File: config.mk
export PLATFORM = sky130hd
export DESIGN_NAME = rsbc_top
export DESIGN_NICKNAME = d
export VERILOG_FILES = /design/src/hw/rsbc_decode.v /design/src/hw/rsbc_top.v
export VERILOG_INCLUDE_DIRS = /design/src /design/src/hw
export SDC_FILE = /design/constraint.sdc
export NUM_CORES = 1
export LEC_CHECK = 0
export ABC_AREA = 1
export BUFFER_PORTS_ARGS = -buffer_cell sky130_fd_sc_hd__buf_2
export CAP_MARGIN = 10
export CORE_MARGIN = 4
export CORE_UTILIZATION = 41
export CTS_CLUSTER_DIAMETER = 40
export DETAILED_ROUTE_END_ITERATION = 16
export GPL_ROUTABILITY_DRIVEN = 0
export PLACE_DENSITY = 0.82
export RECOVER_POWER = 50
export SYNTH_ARGS = -nofsm -noshare
export SYNTH_HDL_FRONTEND = slang
export SYNTH_SLANG_ARGS = --single-unit
export TNS_END_PERCENT = 10
File: constraint.sdc
create_clock -name CLK_I -period 1.65 [get_ports CLK_I]
set_input_delay 0 -clock CLK_I [delete_from_list [all_inputs] [get_ports CLK_I]]
set_output_delay 0 -clock CLK_I [all_outputs]
set_load 0.005 [all_outputs]
File: src/hw/rsbc_map.vh
// register map, field positions and reset values of the reset strap loader
`ifndef RSBC_MAP_VH
`define RSBC_MAP_VH

// ----------------------------------------------------------------------
// register byte offsets
// ----------------------------------------------------------------------
`define RSBC_OFS_STRAP        8'h00
`define RSBC_OFS_CLOCK        8'h04
`define RSBC_OFS_BOOT         8'h08
`define RSBC_OFS_CTRL         8'h0C
`define RSBC_OFS_STATUS       8'h10

// ----------------------------------------------------------------------
// strap register fields
// ----------------------------------------------------------------------
`define RSBC_STRAP_FREQ_LSB   0
`define RSBC_STRAP_BOOT_LSB   4
`define RSBC_STRAP_NAND_LSB   6
`define RSBC_STRAP_ECC_BIT    8
`define RSBC_STRAP_USB_BIT    9

// ----------------------------------------------------------------------
// clock register fields
// ----------------------------------------------------------------------
`define RSBC_CLK_PLL_LSB      0
`define RSBC_CLK_CPU_LSB      10
`define RSBC_CLK_SDRAM_LSB    20
`define RSBC_CLK_BYPASS_BIT   31

// ----------------------------------------------------------------------
// boot register fields
// ----------------------------------------------------------------------
`define RSBC_BOOT_SRC_LSB     0
`define RSBC_BOOT_NAND_LSB    4
`define RSBC_BOOT_ECC_BIT     8
`define RSBC_BOOT_USB_BIT     12
`define RSBC_BOOT_TAP_BIT     16
`define RSBC_BOOT_ALT_BIT     17

// ----------------------------------------------------------------------
// control and status fields, reset values
// ----------------------------------------------------------------------
`define RSBC_CTRL_PKG_BIT     0
`define RSBC_CTRL_RESET       1'h1
`define RSBC_STAT_MOVED_BIT   0
`define RSBC_STAT_USBLOW_BIT  1

// ----------------------------------------------------------------------
// pll formula and boot source codes
// ----------------------------------------------------------------------
`define RSBC_PLL_MUL          10'h006
`define RSBC_PLL_STEP         10'h004
`define RSBC_PLL_BASE         10'h028
`define RSBC_SRC_NONE         3'h0
`define RSBC_SRC_SERIAL       3'h1
`define RSBC_SRC_NAND_DRAM    3'h2
`define RSBC_SRC_NAND_NET     3'h3
`define RSBC_SRC_SDCARD       3'h4

`endif

File: src/hw/rsbc_decode.v
// strap decoder: clocks and boot source from captured strap values
`timescale 1ns/1ps
`include "rsbc_map.vh"

module rsbc_decode #(
  parameter [9:0] XTAL_MHZ = 10'h018
) (
  // captured straps and package select
  input  wire [3:0] freq_strap_i,
  input  wire [1:0] boot_strap_i,
  input  wire [1:0] nand_strap_i,
  input  wire       nand_ecc_boot_strap_i,
  input  wire       usb_strap_i,
  input  wire       pkg_large_i,
  // decoded configuration
  output reg  [9:0] pll_mhz_o,
  output reg  [9:0] cpu_mhz_o,
  output reg  [9:0] sdram_mhz_o,
  output reg        bypass_o,
  output reg  [2:0] boot_src_o,
  output reg  [1:0] nand_size_o,
  output reg        nand_ecc_o,
  output reg        usb_from_pll_o
);

  // ----------------------------------------------------------------------
  // pll formula
  // ----------------------------------------------------------------------
  function [9:0] pll_freq;
    input [3:0] n;
    begin
      pll_freq = `RSBC_PLL_MUL * (`RSBC_PLL_STEP * {6'h00, n} + `RSBC_PLL_BASE);
    end
  endfunction

  // ----------------------------------------------------------------------
  // decode
  // ----------------------------------------------------------------------
  always @* begin
    bypass_o    = (freq_strap_i == 4'h0);
    pll_mhz_o   = bypass_o ? XTAL_MHZ : pll_freq(freq_strap_i);
    cpu_mhz_o   = bypass_o ? pll_mhz_o : {1'b0, pll_mhz_o[9:1]};
    sdram_mhz_o = {1'b0, cpu_mhz_o[9:1]};
    case (boot_strap_i)
      2'h1: boot_src_o = `RSBC_SRC_SERIAL;
      2'h2: boot_src_o = `RSBC_SRC_NAND_DRAM;
      2'h3: boot_src_o = pkg_large_i ? `RSBC_SRC_SDCARD : `RSBC_SRC_NAND_NET;
      default: boot_src_o = `RSBC_SRC_NONE;
    endcase
    // size code kept as strapped: 3 2Gb, 2 1Gb, 1 512Mb, 0 small
    nand_size_o = nand_strap_i;
    // ecc strap means nothing unless booting from nand
    nand_ecc_o  = nand_ecc_boot_strap_i &&
                  (boot_src_o == `RSBC_SRC_NAND_DRAM ||
                   boot_src_o == `RSBC_SRC_NAND_NET);
    usb_from_pll_o = usb_strap_i;
  end

endmodule // rsbc_decode

File: src/hw/rsbc_top.v
// reset strap boot configuration loader with avalon-mm register slave
`timescale 1ns/1ps
`include "rsbc_map.vh"

// How it works
// - capture strap pins while reset is asserted
// - pll frequency is six times four-n-plus-forty
// - zero frequency strap selects pll bypass
// - cpu half pll except in bypass where it equals pll, sdram half cpu
// - large package boot: serial, nand, sd card
// - small package boot: serial, nand dram, nand net
// - nand size class from two-bit strap
// - ecc strap only applies to nand boot
// - usb clock from pll when strap high
// - debug select picks plain or extended tap
// - debug pin select gives alternate pin function
module rsbc_top #(
  parameter [9:0] XTAL_MHZ = 10'h018
) (
  // clock and reset
  input  wire        CLK_I,
  input  wire        RSTN_I,
  // strap pins
  input  wire [7:0]  STRAP_NAND_D_I,
  input  wire        NAND_ECC_BOOT_STRAP_I,
  input  wire        SERIAL_FLASH_CLOCK_PIN_I,
  // debug selects
  input  wire        DEBUG_TAP_SELECT_I,
  input  wire        DEBUG_PIN_FUNC_I,
  // avalon-mm slave
  input  wire [7:0]  AVS_ADDRESS_I,
  input  wire        AVS_READ_I,
  input  wire        AVS_WRITE_I,
  input  wire [31:0] AVS_WRITEDATA_I,
  input  wire [3:0]  AVS_BYTEENABLE_I,
  output wire [31:0] AVS_READDATA_O,
  output wire        AVS_WAITREQUEST_O,
  // boot configuration
  output wire [9:0]  PLL_MHZ_O,
  output wire [9:0]  CPU_MHZ_O,
  output wire [9:0]  SDRAM_MHZ_O,
  output wire        PLL_BYPASS_O,
  output wire [2:0]  BOOT_SRC_O,
  output wire [1:0]  NAND_SIZE_O,
  output wire        NAND_ECC_BOOT_O,
  output wire        USB_CLK_FROM_PLL_O,
  // debug routing
  output wire        DBG_EXT_TAP_O,
  output wire        DBG_PIN_ALT_O
);

  // ----------------------------------------------------------------------
  // declarations
  // ----------------------------------------------------------------------
  reg  [7:0]  nand_d_reg;
  reg         ecc_strap_reg;
  reg         usb_strap_reg;
  reg         pkg_large_reg;
  reg         pin_moved_reg;
  reg         pin_moved_next;
  reg         wait_reg;
  reg  [31:0] rdata_reg;
  reg  [31:0] rdata_next;
  reg  [9:0]  pll_reg;
  reg  [9:0]  cpu_reg;
  reg  [9:0]  sdram_reg;
  reg         bypass_reg;
  reg  [2:0]  src_reg;
  reg  [1:0]  nsize_reg;
  reg         necc_reg;
  reg         usbpll_reg;
  reg         tap_reg;
  reg         alt_reg;
  wire [9:0]  dec_pll;
  wire [9:0]  dec_cpu;
  wire [9:0]  dec_sdram;
  wire        dec_bypass;
  wire [2:0]  dec_src;
  wire [1:0]  dec_nsize;
  wire        dec_necc;
  wire        dec_usbpll;
  wire        req;
  wire        acc;
  wire        wr_acc;
  wire        pins_differ;

  assign req = AVS_READ_I | AVS_WRITE_I;
  // the access completes on the edge where waitrequest is seen low
  assign acc    = req & ~wait_reg;
  assign wr_acc = AVS_WRITE_I & ~wait_reg;

  // ----------------------------------------------------------------------
  // strap capture
  // ----------------------------------------------------------------------
  // pins are sampled every cycle of reset; the last sample before release
  // is what survives, later pin traffic cannot reach these flops
  always @(posedge CLK_I) begin
    if (!RSTN_I) begin
      nand_d_reg    <= STRAP_NAND_D_I;
      ecc_strap_reg <= NAND_ECC_BOOT_STRAP_I;
      usb_strap_reg <= SERIAL_FLASH_CLOCK_PIN_I;
    end else begin
      nand_d_reg    <= nand_d_reg;
      ecc_strap_reg <= ecc_strap_reg;
      usb_strap_reg <= usb_strap_reg;
    end
  end

  // ----------------------------------------------------------------------
  // decoder
  // ----------------------------------------------------------------------
  rsbc_decode #(
    .XTAL_MHZ (XTAL_MHZ)
  ) u_decode (
    .freq_strap_i          (nand_d_reg[`RSBC_STRAP_FREQ_LSB +: 4]),
    .boot_strap_i          (nand_d_reg[`RSBC_STRAP_BOOT_LSB +: 2]),
    .nand_strap_i          (nand_d_reg[`RSBC_STRAP_NAND_LSB +: 2]),
    .nand_ecc_boot_strap_i (ecc_strap_reg),
    .usb_strap_i           (usb_strap_reg),
    .pkg_large_i           (pkg_large_reg),
    .pll_mhz_o             (dec_pll),
    .cpu_mhz_o             (dec_cpu),
    .sdram_mhz_o           (dec_sdram),
    .bypass_o              (dec_bypass),
    .boot_src_o            (dec_src),
    .nand_size_o           (dec_nsize),
    .nand_ecc_o            (dec_necc),
    .usb_from_pll_o        (dec_usbpll)
  );

  // ----------------------------------------------------------------------
  // configuration outputs
  // ----------------------------------------------------------------------
  // registered one cycle after the straps so every output is a flop
  always @(posedge CLK_I) begin
    pll_reg    <= dec_pll;
    cpu_reg    <= dec_cpu;
    sdram_reg  <= dec_sdram;
    bypass_reg <= dec_bypass;
    src_reg    <= dec_src;
    nsize_reg  <= dec_nsize;
    necc_reg   <= dec_necc;
    usbpll_reg <= dec_usbpll;
  end

  // ----------------------------------------------------------------------
  // debug routing
  // ----------------------------------------------------------------------
  // live inputs, not straps: they follow the pins with one flop of delay
  always @(posedge CLK_I) begin
    if (!RSTN_I) begin
      tap_reg <= 1'b0;
      alt_reg <= 1'b0;
    end else begin
      tap_reg <= DEBUG_TAP_SELECT_I;
      alt_reg <= DEBUG_PIN_FUNC_I;
    end
  end

  // ----------------------------------------------------------------------
  // control and status
  // ----------------------------------------------------------------------
  // moved flag shows the shared pins have left their strapped levels;
  // a harmless observation, since the frozen copy is what is used
  assign pins_differ = (STRAP_NAND_D_I != nand_d_reg) |
                       (NAND_ECC_BOOT_STRAP_I != ecc_strap_reg) |
                       (SERIAL_FLASH_CLOCK_PIN_I != usb_strap_reg);

  always @* begin
    pin_moved_next = pin_moved_reg;
    if (wr_acc && AVS_ADDRESS_I == `RSBC_OFS_STATUS && AVS_BYTEENABLE_I[0] &&
        AVS_WRITEDATA_I[`RSBC_STAT_MOVED_BIT]) begin
      pin_moved_next = 1'b0;
    end
    // a new event in the clearing cycle wins
    if (pins_differ) begin
      pin_moved_next = 1'b1;
    end
  end

  always @(posedge CLK_I) begin
    if (!RSTN_I) begin
      pkg_large_reg <= `RSBC_CTRL_RESET;
      pin_moved_reg <= 1'b0;
    end else begin
      pin_moved_reg <= pin_moved_next;
      if (wr_acc && AVS_ADDRESS_I == `RSBC_OFS_CTRL && AVS_BYTEENABLE_I[0]) begin
        pkg_large_reg <= AVS_WRITEDATA_I[`RSBC_CTRL_PKG_BIT];
      end
    end
  end

  // ----------------------------------------------------------------------
  // register read mux
  // ----------------------------------------------------------------------
  always @* begin
    rdata_next = 32'h00000000;
    case (AVS_ADDRESS_I)
      `RSBC_OFS_STRAP: begin
        rdata_next[`RSBC_STRAP_FREQ_LSB +: 8] = nand_d_reg;
        rdata_next[`RSBC_STRAP_ECC_BIT] = ecc_strap_reg;
        rdata_next[`RSBC_STRAP_USB_BIT] = usb_strap_reg;
      end
      `RSBC_OFS_CLOCK: begin
        rdata_next[`RSBC_CLK_PLL_LSB +: 10]   = pll_reg;
        rdata_next[`RSBC_CLK_CPU_LSB +: 10]   = cpu_reg;
        rdata_next[`RSBC_CLK_SDRAM_LSB +: 10] = sdram_reg;
        rdata_next[`RSBC_CLK_BYPASS_BIT]   = bypass_reg;
      end
      `RSBC_OFS_BOOT: begin
        rdata_next[`RSBC_BOOT_SRC_LSB +: 3]  = src_reg;
        rdata_next[`RSBC_BOOT_NAND_LSB +: 2] = nsize_reg;
        rdata_next[`RSBC_BOOT_ECC_BIT]  = necc_reg;
        rdata_next[`RSBC_BOOT_USB_BIT]  = usbpll_reg;
        rdata_next[`RSBC_BOOT_TAP_BIT]  = tap_reg;
        rdata_next[`RSBC_BOOT_ALT_BIT]  = alt_reg;
      end
      `RSBC_OFS_CTRL: begin
        rdata_next[`RSBC_CTRL_PKG_BIT] = pkg_large_reg;
      end
      `RSBC_OFS_STATUS: begin
        rdata_next[`RSBC_STAT_MOVED_BIT]  = pin_moved_reg;
        // board fault: the usb clock strap must read high
        rdata_next[`RSBC_STAT_USBLOW_BIT] = ~usb_strap_reg;
      end
      default: begin
        rdata_next = 32'h00000000;
      end
    endcase
  end

  // ----------------------------------------------------------------------
  // avalon handshake
  // ----------------------------------------------------------------------
  // fixed one wait state: data is loaded while waitrequest drops, so it
  // stands at the edge where the master takes it
  always @(posedge CLK_I) begin
    if (!RSTN_I) begin
      wait_reg  <= 1'b1;
      rdata_reg <= 32'h00000000;
    end else begin
      if (acc) begin
        wait_reg <= 1'b1;
      end else if (req) begin
        wait_reg <= 1'b0;
      end
      if (AVS_READ_I && wait_reg) begin
        rdata_reg <= rdata_next;
      end
    end
  end

  // ----------------------------------------------------------------------
  // outputs
  // ----------------------------------------------------------------------
  assign AVS_READDATA_O     = rdata_reg;
  assign AVS_WAITREQUEST_O  = wait_reg;
  assign PLL_MHZ_O          = pll_reg;
  assign CPU_MHZ_O          = cpu_reg;
  assign SDRAM_MHZ_O        = sdram_reg;
  assign PLL_BYPASS_O       = bypass_reg;
  assign BOOT_SRC_O         = src_reg;
  assign NAND_SIZE_O        = nsize_reg;
  assign NAND_ECC_BOOT_O    = necc_reg;
  assign USB_CLK_FROM_PLL_O = usbpll_reg;
  assign DBG_EXT_TAP_O      = tap_reg;
  assign DBG_PIN_ALT_O      = alt_reg;

endmodule // rsbc_top

# After elaboration in Yosys (flattened, before gate mapping)
# Cells that the tools add are included.
op_classes:
  n_eq_ne: 12
  muxes: 20
  mul: 1
  n_addsub: 1
  n_reduce_logical: 12
  bitwise: 8
op_table:
  columns: ["op", "n"]
  rows:
  - ["$mux 10", 2]
  - ["$eq 8x4->1 const B", 2]
  - ["$mux 11", 1]
  - ["$mul 2x10->9 const A", 1]
  - ["$pmux 3 s3", 1]
  - ["$eq 8x3->1 const B", 1]
  - ["$eq 8x5->1 const B", 1]
  - ["$logic_not 8->1", 1]
  - ["$ne 8x8->1", 1]
  - ["$pmux 2 s2", 2]
  - ["$add 6x6->7 const B", 1]
  - ["$logic_and 1x1->1", 7]
  - ["$eq 3x2->1 const B", 2]
  - ["$mux 3", 2]
  - ["$pmux 1 s2", 3]
  - ["$pmux 1 s3", 2]
  - ["$pmux 2 s3", 1]
  - ["$pmux 1 s5", 1]
  - ["$eq 2x2->1 const B", 2]
  - ["$logic_not 4->1", 1]
  - ["$pmux 1 s4", 1]
  - ["$mux 1", 3]
  - ["$not 1->1", 3]
  - ["$or 1x1->1", 3]
  - ["7 further kinds", 9]
word_totals:
  register_bits: 83
  in_bits: 60

# Longest topological paths before layout
# Gate-level depths: netlist (run 1).
logic_depth:
  depth_word: 7
  mapped_depth: 10
  mapped_depth_nobuf: 10

# By module
# A second synthesis (run 1) with hierarchy kept.
unflattened:
  hier_cells: 400
  hier_area_um2: 3382.0
modules_own_cells:
  columns: ["mod", "cells_per_inst", "seq_area_each_um2", "area_each_um2", "n_inst"]
  rows:
  - ["rsbc_top", 316, 1781.7, 2879.0, 1]
  - ["rsbc_decode", 84, 0.0, 503.0, 1]

# Least setup slack after synthesis (run 1)
# Ideal clock, no wire load.
synth_timing:
  kind: "register to register"
  startpoint: "register nand_d_reg[1]"
  endpoint: "register pll_reg[8], in the netlist PLL_MHZ_O[8]"
  setup_ns: 0.115
  arrival_ns: 1.689
  setup_slack_ns: -0.154
  stages_incl_launch_ff: 11
  path_buffers: 0
  cell_sequence: "edfxtp_1 -> ha_1 -> xor2_1 -> inv_1 -> ha_1 -> inv_1 -> nor2_1 -> o21ai_0 -> nand3_1 -> nand2_1 -> nor2_1"
synth_between:
  elab_chain_cells: 3
synth_lines:
  columns: ["element", "line_no", "text"]
  rows:
  - ["start: declaration", "rsbc_top.v:55", "reg [7:0] nand_d_reg;"]
  - ["start signal: assignment", "rsbc_top.v:103", "nand_d_reg <= nand_d_reg;"]
  - ["$add 6x6->7 (no line)", null, null]
  - ["$mul 2x10->9 (no line)", null, null]
  - ["$mux 10 (*)", "rsbc_decode.v:41", "pll_mhz_o = bypass_o ? XTAL_MHZ : pll_freq(freq_strap_i);"]
  - ["end signal: assignment", "rsbc_top.v:136", "pll_reg <= dec_pll;"]
  - ["end: declaration", "rsbc_top.v:64", "reg [9:0] pll_reg;"]
# Mark *: on every way between the ends. The rest lies on a longest branch, timed or not.
# A chain may end at the register's enable or synchronous reset.

# Worst setup path in the final report (run 1)
layout_timing:
  startpoint: "register nand_d_reg[2]"
  endpoint: "register pll_reg[8], in the netlist PLL_MHZ_O[8]"
# Same word-level chain as after synthesis.

==> results of run 1 <==
==> critical path, stage by stage (launching register included) <==
cell and delay (ns):
edfxtp_1 0.44, ha_2 0.23, xor2_2 0.17, inv_2 0.08
ha_4 0.28, inv_2 0.04, nor2_1 0.12, o21ai_2 0.07
a21oi_1 0.13, nor2_1 0.06
==> metrics by stage <==
| step | instance area [sq um] | instances | setup WS, ns | TNS (ns) | power (mW) |
|---|---|---|---|---|---|
| 6_report | 3480 | 505 | -0.0618 | -0.109 | 3.80 |
| 5_1_grt | 3480 | 505 | -0.167 | -0.619 | 3.99 |
| 4_1_cts | 3520 | 504 | -0.0780 | -0.0873 | 3.83 |
| 3_5_place_dp | 3110 | 470 | -0.0853 | -0.164 | 2.34 |
| 3_3_place_gp | 3110 | 470 | -0.0149 | -0.0149 | 2.32 |
| 2_1_floorplan | 2760 | 332 | -0.00947 | -0.00947 | 2.11 |
==> worst min-delay path by stage <==
stage          depth (start not counted)            end          startpoint
3_3_place_gp                           3  DBG_EXT_TAP_O  DEBUG_TAP_SELECT_I
2_1_floorplan                          2  DBG_EXT_TAP_O  DEBUG_TAP_SELECT_I
4_1_cts                                5  pkg_large_reg  AVS_WRITEDATA_I[0]
5_1_grt                                5  pkg_large_reg  AVS_WRITEDATA_I[0]
6_report                               5  pkg_large_reg  AVS_WRITEDATA_I[0]
3_5_place_dp                           3  DBG_EXT_TAP_O  DEBUG_TAP_SELECT_I
==> power groups by stage <==
stage | Sequential (mW) | Combinational, mW | Clock (mW)
global placement | 1.71 | 0.603 | 0
global route | 1.71 | 0.740 | 1.55
detailed placement | 1.72 | 0.624 | 0
finish | 1.69 | 0.651 | 1.45
floorplan | 1.71 | 0.402 | 0
CTS | 1.69 | 0.662 | 1.48
==> synthesized netlist by cell type (4+ instances only) <==
cell      count
a31oi_1       4
or2_2         5
nand2_1      65
buf_4        29
a21oi_2       6
nor2_1       18
o21ai_0      13
nand4_1       5
ha_1          7
xnor2_1       6
inv_1        31
dfxtp_1      48
a21oi_1      21
nand3_1      22
edfxtp_1     10
==> cells in the final DEF, fill, tap and decap left out, types with 13 or more instances in the layout <==
master | netlist | layout
nor2_1 | 18 | 18
conb_1 | 1 | 13
dfxtp_1 | 48 | 48
nand2_1 | 65 | 63
clkbuf_1 | 2 | 42
a21oi_1 | 21 | 21
buf_2 | 2 | 45
nand3_1 | 22 | 22
dlygate4sd3_1 | 0 | 18
inv_1 | 31 | 27
==> routing by layer <==
layer  wire, um  vias up
met5          0        -
met2       3160       86
li1           -     1207
met4        100        0
met3        585        9
met1       2830     1086
==> what timing repair did <==
action	in CTS	in global routing
hold buffers	18	0
pin swaps	1	0
resized for setup	3	3
setup endpoints to repair	6	6
setup buffers	0	1
hold endpoints to repair	15	0
==> kinds of logic after synthesis <==
kind of cell / Yosys count
buf+inv: 69
xor+xnor: 8
simple gates: 127
fa+ha+maj: 7
compound gates: 50
flops: 58
other cells: 1
==> layout make-up <==
class,count,area (sq um)
clock buffers,11,141
clock inverters,5,76.3
fillers,582,2870
inverters,34,128
multi-input cells,205,1120
flip-flops and latches,58,1260
well taps,77,96.3
repair buffers,115,654
==> impl_metrics.csv, run 1 <==
group,metric,value,unit
setup_path,r2r-end,"PLL_MHZ_O[8]",
setup_path,arrival,1.95,ns
power_and_ir_drop,powerDensity,1090,nW/um^2
outcome,violations,"negative setup slack",
setup_path,crit_path_end,"PLL_MHZ_O[8]",
global_route,grt_max_degree,22,
floorplan,core_area,6350,sq um
logic_synthesis,yosysWarningCount,0,
timing,skew,0.00785,ns
timing,rsz0062_at_grt,"yes",
cts,cts_max_level,3,
global_route,use_met3,0.0765,
logic_synthesis,synth_edf_count,10,
logic_synthesis,yosysUniqueCellTypes,34,
timing,clock.fmax,584,MHz
logic_synthesis,yosys.area.top_type,"dfxtp_1",
floorplan,rows,29,
routing,drcViolationCount,0,
logic_synthesis,async_reset_ff_frac,0,
floorplan,dieArea,7930,sq um
logic_synthesis,synthCells,320,
run,cap_violations,0,
routing,vias,2388,
cts,tritoncts,"yes",
timing,min_period,1.71,ns
setup_path,crit_type,"reg -> reg",
placement,dp_hpwl,4920,um
routing,wl,6670,um
routing,wl_per_cell,13.2,um
floorplan,ios,133,
routing,vias_per_cell,4.73,
power_and_ir_drop,swShare,0.271,
timing,setup-violations-final,2,
routing,drt_iter0_drc,187,
hold_path,hp-class,"in -> reg",
cts,root_buffer,"clkbuf_8",
global_route,grt_use_total,0.174,
global_route,antenna_found_initial,0,
global_route,grt_overflow,0,
power_and_ir_drop,clkPwrFrac,0.383,
global_route,use_met2,0.276,
setup_path,r2r.worst_path.cells,9,
logic_synthesis,synth_top_family_by_area,"simple AND/OR/NAND/NOR gates",
power_and_ir_drop,p_seq_frac,0.445,
logic_synthesis,syn_area,2700,sq um
global_route,grt_pass1_wl,10400,um
timing,whs,0.0657,ns
logic_synthesis,synth.avg_cell_area,8.42,sq um
layout,nNetsFinal,490,
logic_synthesis,ys_seq_elements,58,
timing,slew_viol_final,0,
setup_path,reg2reg_from,"nand_d_reg[2]",
logic_synthesis,synthAdderAreaFrac,0.0325,
layout,syn_to_final_growth,29.2,%
cts,clock_path_buffers,2,
setup_path,cp-end-kind,"flop",
routing,dr.pass1.iters,4,
routing,ant_nets,0,
floorplan,die_w,89.1,um
floorplan,die_h,89.1,um
layout,diodes,0,
power_and_ir_drop,peakVddDrop,0.000826,V
timing,fin_crit_sh,1.04,
logic_synthesis,synthTopCellsByArea,"dfxtp_1 (36%), edfxtp_1 (11%), nand2_1 (9.1%), buf_4 (8.1%), inv_1 (4.3%)",
power_and_ir_drop,p_sw,1.03,mW
setup_path,startpoint,"nand_d_reg[2]",
logic_synthesis,synth_top_flop_cell,"dfxtp_1",
outcome,status,"finished, violations left",
global_route,top_usage_layer,"met2",
placement,port_buffers,86,
logic_synthesis,synth_seq_area_share,0.468,
logic_synthesis,synth_mux_area_frac,0,
setup_path,rrSetupSlack,-0.06,ns
floorplan,initial_core_util,0.424,
cts,clk_latency,0.34,ns
cts,path_clk_slew,0.07,ns
setup_path,cp_data_required_time,1.89,ns
layout,largest_reg_flops,22,
layout,utilization,0.548,
global_route,met1_usage,0.211,
setup_path,path_max_fanout,4,
logic_synthesis,synth_compound_area_frac,0.109,
power_and_ir_drop,comb_power_share,0.172,
cts,numCtsBuffers,9,
setup_path,crit_path_start_kind,"flop",
logic_synthesis,synth_xor_area_frac,0.0260,
layout,drive_above_1_share,0.243,
logic_synthesis,synth-simple-area-share,0.220,
power_and_ir_drop,p_int,2.77,mW
logic_synthesis,synth_top_area_frac,0.357,
cts,clock-sinks,58,
timing,timing.final.ws_setup,-0.0618,ns
timing,hold_violations,0,
power_and_ir_drop,p_leak,1.58,nW
global_route,grt_pass1_vias,2170,
Note: power is estimated with default switching activity, not from simulation.
==> inputs of run 2 (changes only) <==
CORE_UTILIZATION = 43   (was 41)
CTS_BUF_LIST = sky130_fd_sc_hd__clkbuf_8   (was default)
PLACE_DENSITY = 0.85   (was 0.82)
==> run 2 against run 1 <==
Compared with the run above: the run still ends with negative setup slack left; non-clock buffer count is the same; total power shrank 2.4%; clock-buffer cell count grew 1.
==> impl_metrics.csv, run 2 (synthesis results as in run 1) <==
group,metric,value,unit
outcome,status,"finished, violations left",
outcome,violations,"negative setup slack",
setup_path,crit_path_start_kind,"flop",
power_and_ir_drop,p_leak,1.60,nW
cts,clock_path_buffers,2,
timing,skew,0.00495,ns
power_and_ir_drop,peakVddDrop,0.000525,V
setup_path,crit_family,"adder cells",
timing,slew_viol_final,0,
routing,dr.pass1.iters,4,
hold_path,hold_depth,3,
layout,final_common_cell,"nand2_1",
global_route,grt_use_total,0.178,
layout,design_area,3460,sq um
placement,dpl_cell_area,3120,sq um
timing,timing.final.ws_setup,-0.103,ns
routing,drt_iter0_drc,114,
placement,port_buffers,86,
layout,syn_to_final_growth,28.6,%
timing,whs,0.0253,ns
floorplan,rows,28,
setup_path,r2r.worst_path.cells,10,
global_route,grt_max_degree,19,
timing,worstMarginPinSlew,0.729,ns
placement,dp_hpwl,5010,um
layout,diodes,0,
cts,path_clk_slew,0.06,ns
timing,hold_violations,0,
setup_path,r2r-end,"PLL_MHZ_O[8]",
timing,min_period,1.75,ns
run,cap_violations,0,
routing,vias_per_cell,4.80,
setup_path,cp-end-kind,"flop",
floorplan,core_area,5990,sq um
setup_path,cp_data_required_time,1.87,ns
timing,maxSlewHeadroom,0.514,
floorplan,dieArea,7600,sq um
floorplan,initial_core_util,0.450,
global_route,antenna_found_initial,0,
setup_path,crit_type,"reg -> reg",
routing,wl,6890,um
floorplan,ios,133,
cts,tritoncts,"yes",
cts,root_buffer,"clkbuf_8",
hold_path,hp-class,"in -> reg",
global_route,use_met2,0.298,
setup_path,arrival,1.98,ns
cts,clk_latency,0.33,ns
routing,vias,2416,
timing,clock.fmax,570,MHz
layout,utilization,0.578,
setup_path,reg2reg_from,"nand_d_reg[2]",
setup_path,rrSetupSlack,-0.10,ns
global_route,grt_pass1_wl,10600,um
timing,rsz0062_at_grt,"yes",
global_route,grt_pass1_vias,2278,
layout,nNetsFinal,490,
setup_path,path_buf_inv,2,
timing,fin_crit_sh,1.06,
cts,cts_max_level,3,
setup_path,cpPeakStageDelay,0.46,ns
global_route,use_met3,0.0388,
floorplan,die_h,87.2,um
global_route,top_usage_layer,"met2",
routing,ant_nets,0,
cts,clock-sinks,58,
global_route,met1_usage,0.222,
routing,wl_per_cell,13.7,um
hold_path,hold_start,"RSTN_I",
timing,setup-violations-final,6,
layout,fillers,540,
cts,numCtsBuffers,9,
hold_path,holdPathEnd,"DBG_PIN_ALT_O",
layout,final_cell_mix,"nand2_1 (64), buf_2 (51), dfxtp_1 (48), clkbuf_1 (34), inv_1 (30)",
setup_path,slowest_stage,"edfxtp_1",
power_and_ir_drop,powerDensity,1070,nW/um^2
setup_path,crit_chain,"ha_2, xor2_2, inv_2, ha_4, inv_2, nor2_1, o21ai_1, nand3_1, nand2_1, nor2_1",
timing,setup_tns,-0.388,ns
setup_path,path_max_fanout,5,
global_route,grt_overflow,0,
layout,drive_above_1_share,0.257,
layout,largest_reg_flops,22,
routing,drcViolationCount,0,
floorplan,die_w,87.2,um
run 2: cell count changes in the layout (fill, tap and decap cells not counted), sizes merged:
| cell | delta |
|---|---|
| clkbuf | -6 |
| buf | +10 |
| inv | +1 |
| dlygate4sd3 | -3 |
| clkinv | -1 |
| bufinv | -1 |
run 2: layer usage:
metal,part of all wire,vias to the layer above
met5,0,-
met4,0.016,0
met3,0.077,10
met2,0.49,95
met1,0.42,1108
li1,-,1203
run 2: area by class of cell:
class / instances / area [sq um] / share of cell area
Timing Repair Buffer: 115 / 654 / 0.189
Clock inverter: 4 / 42.5 / 0.0123
Multi-Input combinational cell: 205 / 1120 / 0.323
Tap cell: 75 / 93.8 / 0.0271
Sequential cell: 58 / 1260 / 0.364
Inverter: 34 / 128 / 0.0368
Clock buffer: 12 / 165 / 0.0477
run 2: repair_timing:
action / 4_1_cts / 5_1_grt
resized for setup: 0 / 4
buffers inserted: 1 / 2
hold buffers: 15 / 0
endpoints found under the hold margin: 14 / 0
pin swaps: 0 / 4
endpoints found under the setup margin: 6 / 6
run 2: power breakdown:
| part | internal, mW | total (mW) | switching [mW] |
|---|---|---|---|
| clock network | 0.808 | 1.34 | 0.530 |
| registers | 1.58 | 1.70 | 0.121 |
| logic | 0.317 | 0.671 | 0.354 |
| total | 2.70 | 3.71 | 1.01 |
run 2: worst max-delay path by stage:
stage / start / endpoint / slack, ns / cells past startpoint
after global routing: nand_d_reg[1] / PLL_MHZ_O[8] / -0.22 / 10
after floorplan: nand_d_reg[1] / PLL_MHZ_O[8] / -0.009 / 10
final: nand_d_reg[2] / PLL_MHZ_O[8] / -0.10 / 10
after global placement: nand_d_reg[2] / PLL_MHZ_O[8] / -0.03 / 9
after CTS: nand_d_reg[1] / PLL_MHZ_O[8] / -0.12 / 9
after detailed placement: nand_d_reg[2] / PLL_MHZ_O[8] / -0.11 / 9
run 2: tightest hold or removal path: stages:
cell,delay (ns)
buf_2,0.19
nand2_1,0.09
inv_1,0.03
run 2: stage by stage:
stage | setup WS [ns] | cells | power, mW
6_report | -0.103 | 503 | 3.71
4_1_cts | -0.117 | 501 | 3.71
2_1_floorplan | -0.00947 | 332 | 2.11
5_1_grt | -0.224 | 503 | 3.88
3_5_place_dp | -0.107 | 469 | 2.35
3_3_place_gp | -0.0260 | 469 | 2.32
==> inputs of run 3 (changes only) <==
CORE_UTILIZATION = 46   (was 43)
SYNTH_HIERARCHICAL = 1   (was default)
==> run 3 against run 2 <==
Compared with the run above: the flow still finishes with violations (negative setup slack); non-clock buffer count grew 17; critical path depth down 1; sequential share of layout area grew 4.6 points; synthesized cell count increased by 25%; sequential power is 45% higher; total power increased by 29%; wire length up 26%; clock power increased by 4%; hold slack better by 0.073 ns; global-route usage grew 2.4 points; cell area increased by 25%.
==> impl_metrics.csv, run 3 <==
group,metric,value,unit
cts,clk_latency,0.36,ns
timing,rsz0062_at_grt,"yes",
power_and_ir_drop,p_seq_frac,0.517,
logic_synthesis,synth_top_flop_cell,"dfxtp_1",
logic_synthesis,async_reset_ff_frac,0,
power_and_ir_drop,total_power,4.78,mW
timing,whs,0.0984,ns
layout,largest_reg_flops,31,
cts,root_buffer,"clkbuf_8",
logic_synthesis,yosys-top-cells-count,"nand2_1 (78), dfxtp_1 (74), a21oi_1 (37)",
cts,clock_path_buffers,2,
placement,dp_cells,585,
floorplan,die_w,93.7,um
setup_path,cpPeakStageDelay,0.46,ns
power_and_ir_drop,p_leak,2.04,nW
setup_path,arrival,2.00,ns
floorplan,ios,133,
layout,drive_above_1_share,0.264,
timing,maxSlewHeadroom,0.566,
global_route,grt_use_total,0.202,
power_and_ir_drop,p_sw,1.46,mW
logic_synthesis,yosysWarningCount,6,
layout,syn_to_final_growth,28.4,%
floorplan,rows,30,
placement,port_buffers,97,
power_and_ir_drop,peakVddDrop,0.000545,V
cts,cts_max_level,3,
logic_synthesis,syn_area,3380,sq um
cts,tritoncts,"yes",
logic_synthesis,synth.most_common_cell,"nand2_1",
hold_path,hold_depth,4,
routing,dr.pass1.iters,5,
timing,setup-violations-final,9,
routing,drcViolationCount,0,
routing,vias_per_cell,4.80,
setup_path,crit_type,"reg -> reg",
setup_path,path_max_fanout,3,
timing,slew_viol_final,0,
timing,fin_crit_sh,1.06,
global_route,grt_max_degree,29,
global_route,antenna_found_initial,0,
routing,ant_nets,0,
logic_synthesis,synthTopCellsByArea,"dfxtp_1 (44%), edfxtp_1 (8.9%), nand2_1 (8.7%), a21oi_1 (5.5%), buf_4 (5.1%)",
placement,dpl_cell_area,3940,sq um
logic_synthesis,yosys.area.top_type,"dfxtp_1",
logic_synthesis,synthCells,400,
run,cap_violations,0,
layout,final_common_cell,"nand2_1",
logic_synthesis,ys_seq_elements,84,
logic_synthesis,synth_top_area_frac,0.438,
setup_path,slowest_stage,"edfxtp_1",
timing,hold_violations,0,
setup_path,cp_data_required_time,1.90,ns
global_route,grt_overflow,0,
routing,wl_per_cell,14.1,um
timing,setup_tns,-0.653,ns
layout,fin_cells,619,
layout,fillers,593,
setup_path,r2r.worst_path.cells,9,
hold_path,holdPathEnd,"pkg_large_reg",
power_and_ir_drop,clkPwrFrac,0.294,
routing,drt_iter0_drc,208,
power_and_ir_drop,comb_power_share,0.189,
timing,clock.fmax,573,MHz
placement,dp_hpwl,6230,um
timing,min_period,1.75,ns
setup_path,crit_chain,"buf_4, nand2_1, inv_1, nor2_4, inv_2, ha_4, nand4_1, a21oi_2, nor2_1",
setup_path,reg2reg_from,"nand_d_reg[1]",
power_and_ir_drop,swShare,0.305,
power_and_ir_drop,p_int,3.32,mW
cts,clock-sinks,84,
hold_path,hold_start,"AVS_WRITEDATA_I[0]",
logic_synthesis,yosysUniqueCellTypes,28,
timing,worstMarginPinSlew,0.647,ns
setup_path,cp.depth,9,
global_route,grt_pass1_vias,2814,
setup_path,r2r-end,"PLL_MHZ_O[8]",
global_route,grt_pass1_wl,13800,um
power_and_ir_drop,powerDensity,1100,nW/um^2
layout,nNetsFinal,585,
outcome,status,"finished, violations left",
cts,numCtsBuffers,9,
layout,final_cell_mix,"nand2_1 (78), dfxtp_1 (74), buf_2 (69), a21oi_1 (32), nand3_1 (31)",
routing,vias,2972,
floorplan,initial_core_util,0.484,
timing,skew,0.0126,ns
cts,path_clk_slew,0.09,ns
setup_path,path_buf_inv,3,
logic_synthesis,synth_seq_area_share,0.527,
floorplan,core_area,6980,sq um
timing,timing.final.ws_setup,-0.0964,ns
routing,wl,8710,um
floorplan,die_h,93.7,um
logic_synthesis,synth_edf_count,10,
floorplan,dieArea,8790,sq um
layout,diodes,0,
setup_path,rrSetupSlack,-0.1,ns
logic_synthesis,synth.avg_cell_area,8.45,sq um
layout,design_area,4340,sq um
hold_path,hp-class,"in -> reg",
setup_path,cp-end-kind,"flop",
outcome,violations,"negative setup slack",
setup_path,crit_family,"flip-flops",
setup_path,crit_path_start_kind,"flop",
==> run 3: cell count changes after synthesis, sizes merged, moves of 5 or more <==
| cell | before | now |
|---|---|---|
| dfxtp | 48 | 74 |
| nor2 | 20 | 36 |
| nand2 | 67 | 81 |
| o21ai | 14 | 28 |
| a21oi | 27 | 37 |
| nand3 | 25 | 32 |
| a21o | 0 | 5 |
| a31oi | 5 | 0 |
==> run 3: area by class of cell <==
type	count	area, sq um	area share
sequential	84	1780	0.410
multi-input combinational	254	1350	0.310
timing repair buffer	132	758	0.175
inverter	37	144	0.0331
clock buffer	9	124	0.0285
tap	96	120	0.0277
clock inverter	7	68.8	0.0158
==> run 3: how the worst max path moves through the flow <==
| stage | from | endpoint | slack [ns] |
|---|---|---|---|
| detailed placement | nand_d_reg[1] | SDRAM_MHZ_O[6] | -0.21 |
| finish | nand_d_reg[1] | PLL_MHZ_O[8] | -0.1 |
| global route | nand_d_reg[2] | CPU_MHZ_O[7] | -0.23 |
| CTS | nand_d_reg[1] | SDRAM_MHZ_O[6] | -0.10 |
| floorplan | nand_d_reg[1] | PLL_MHZ_O[7] | -0.19 |
| global placement | nand_d_reg[1] | CPU_MHZ_O[7] | -0.04 |
==> run 3: worst min-delay path, stage by stage <==
cell and delay [ns]:
buf_2 0.09, nor3b_1 0.15, nand3_1 0.07, nand3_1 0.08
==> run 3: cells by family (layout without fill, tap and decap cells) <==
kind of cell	after synthesis	count (layout)	share of synthesized area
flip-flops	84	84	0.527
AO/OA/AOI/OAI	72	72	0.111
adder cells (fa/ha/maj)	7	7	0.0259
AND/OR/NAND/NOR	157	157	0.200
XOR/XNOR	8	8	0.0207
other	2	10	0.00222
buffers and inverters	70	185	0.113
==> run 3: metrics by stage <==
| step | utilization | setup WS, ns |
|---|---|---|
| global placement | 0.565 | -0.0383 |
| floorplan | - | -0.190 |
| detailed placement | 0.565 | -0.212 |
| CTS | 0.624 | -0.104 |
| global route | 0.622 | -0.232 |
| finish | 0.622 | -0.0964 |
==> run 3: repair_timing <==
action	in CTS	in global routing
endpoints found under the hold margin	14	0
buffers inserted	3	0
gates resized for setup	12	6
endpoints found under the setup margin	12	14
pin swaps	3	2
hold buffers	15	0
==> run 3: layer usage <==
metal | vias to the layer above | GRT usage | part of all wire | wire, um
met3 | 13 | 0.0393 | 0.062 | 539
met2 | 121 | 0.341 | 0.50 | 4360
met5 | - | 0 | 0 | 0
met4 | 0 | 0.0830 | 0.021 | 187
li1 | 1492 | - | - | -
met1 | 1346 | 0.251 | 0.42 | 3630
==> run 3: power groups by stage <==
stage               clock network [mW]  logic [mW]  registers [mW]
finish                            1.40       0.904            2.47
global route                      1.53       0.995            2.49
global placement                     0       0.791            2.51
CTS                               1.42       0.896            2.46
floorplan                            0       0.491            2.50
detailed placement                   0       0.821            2.51
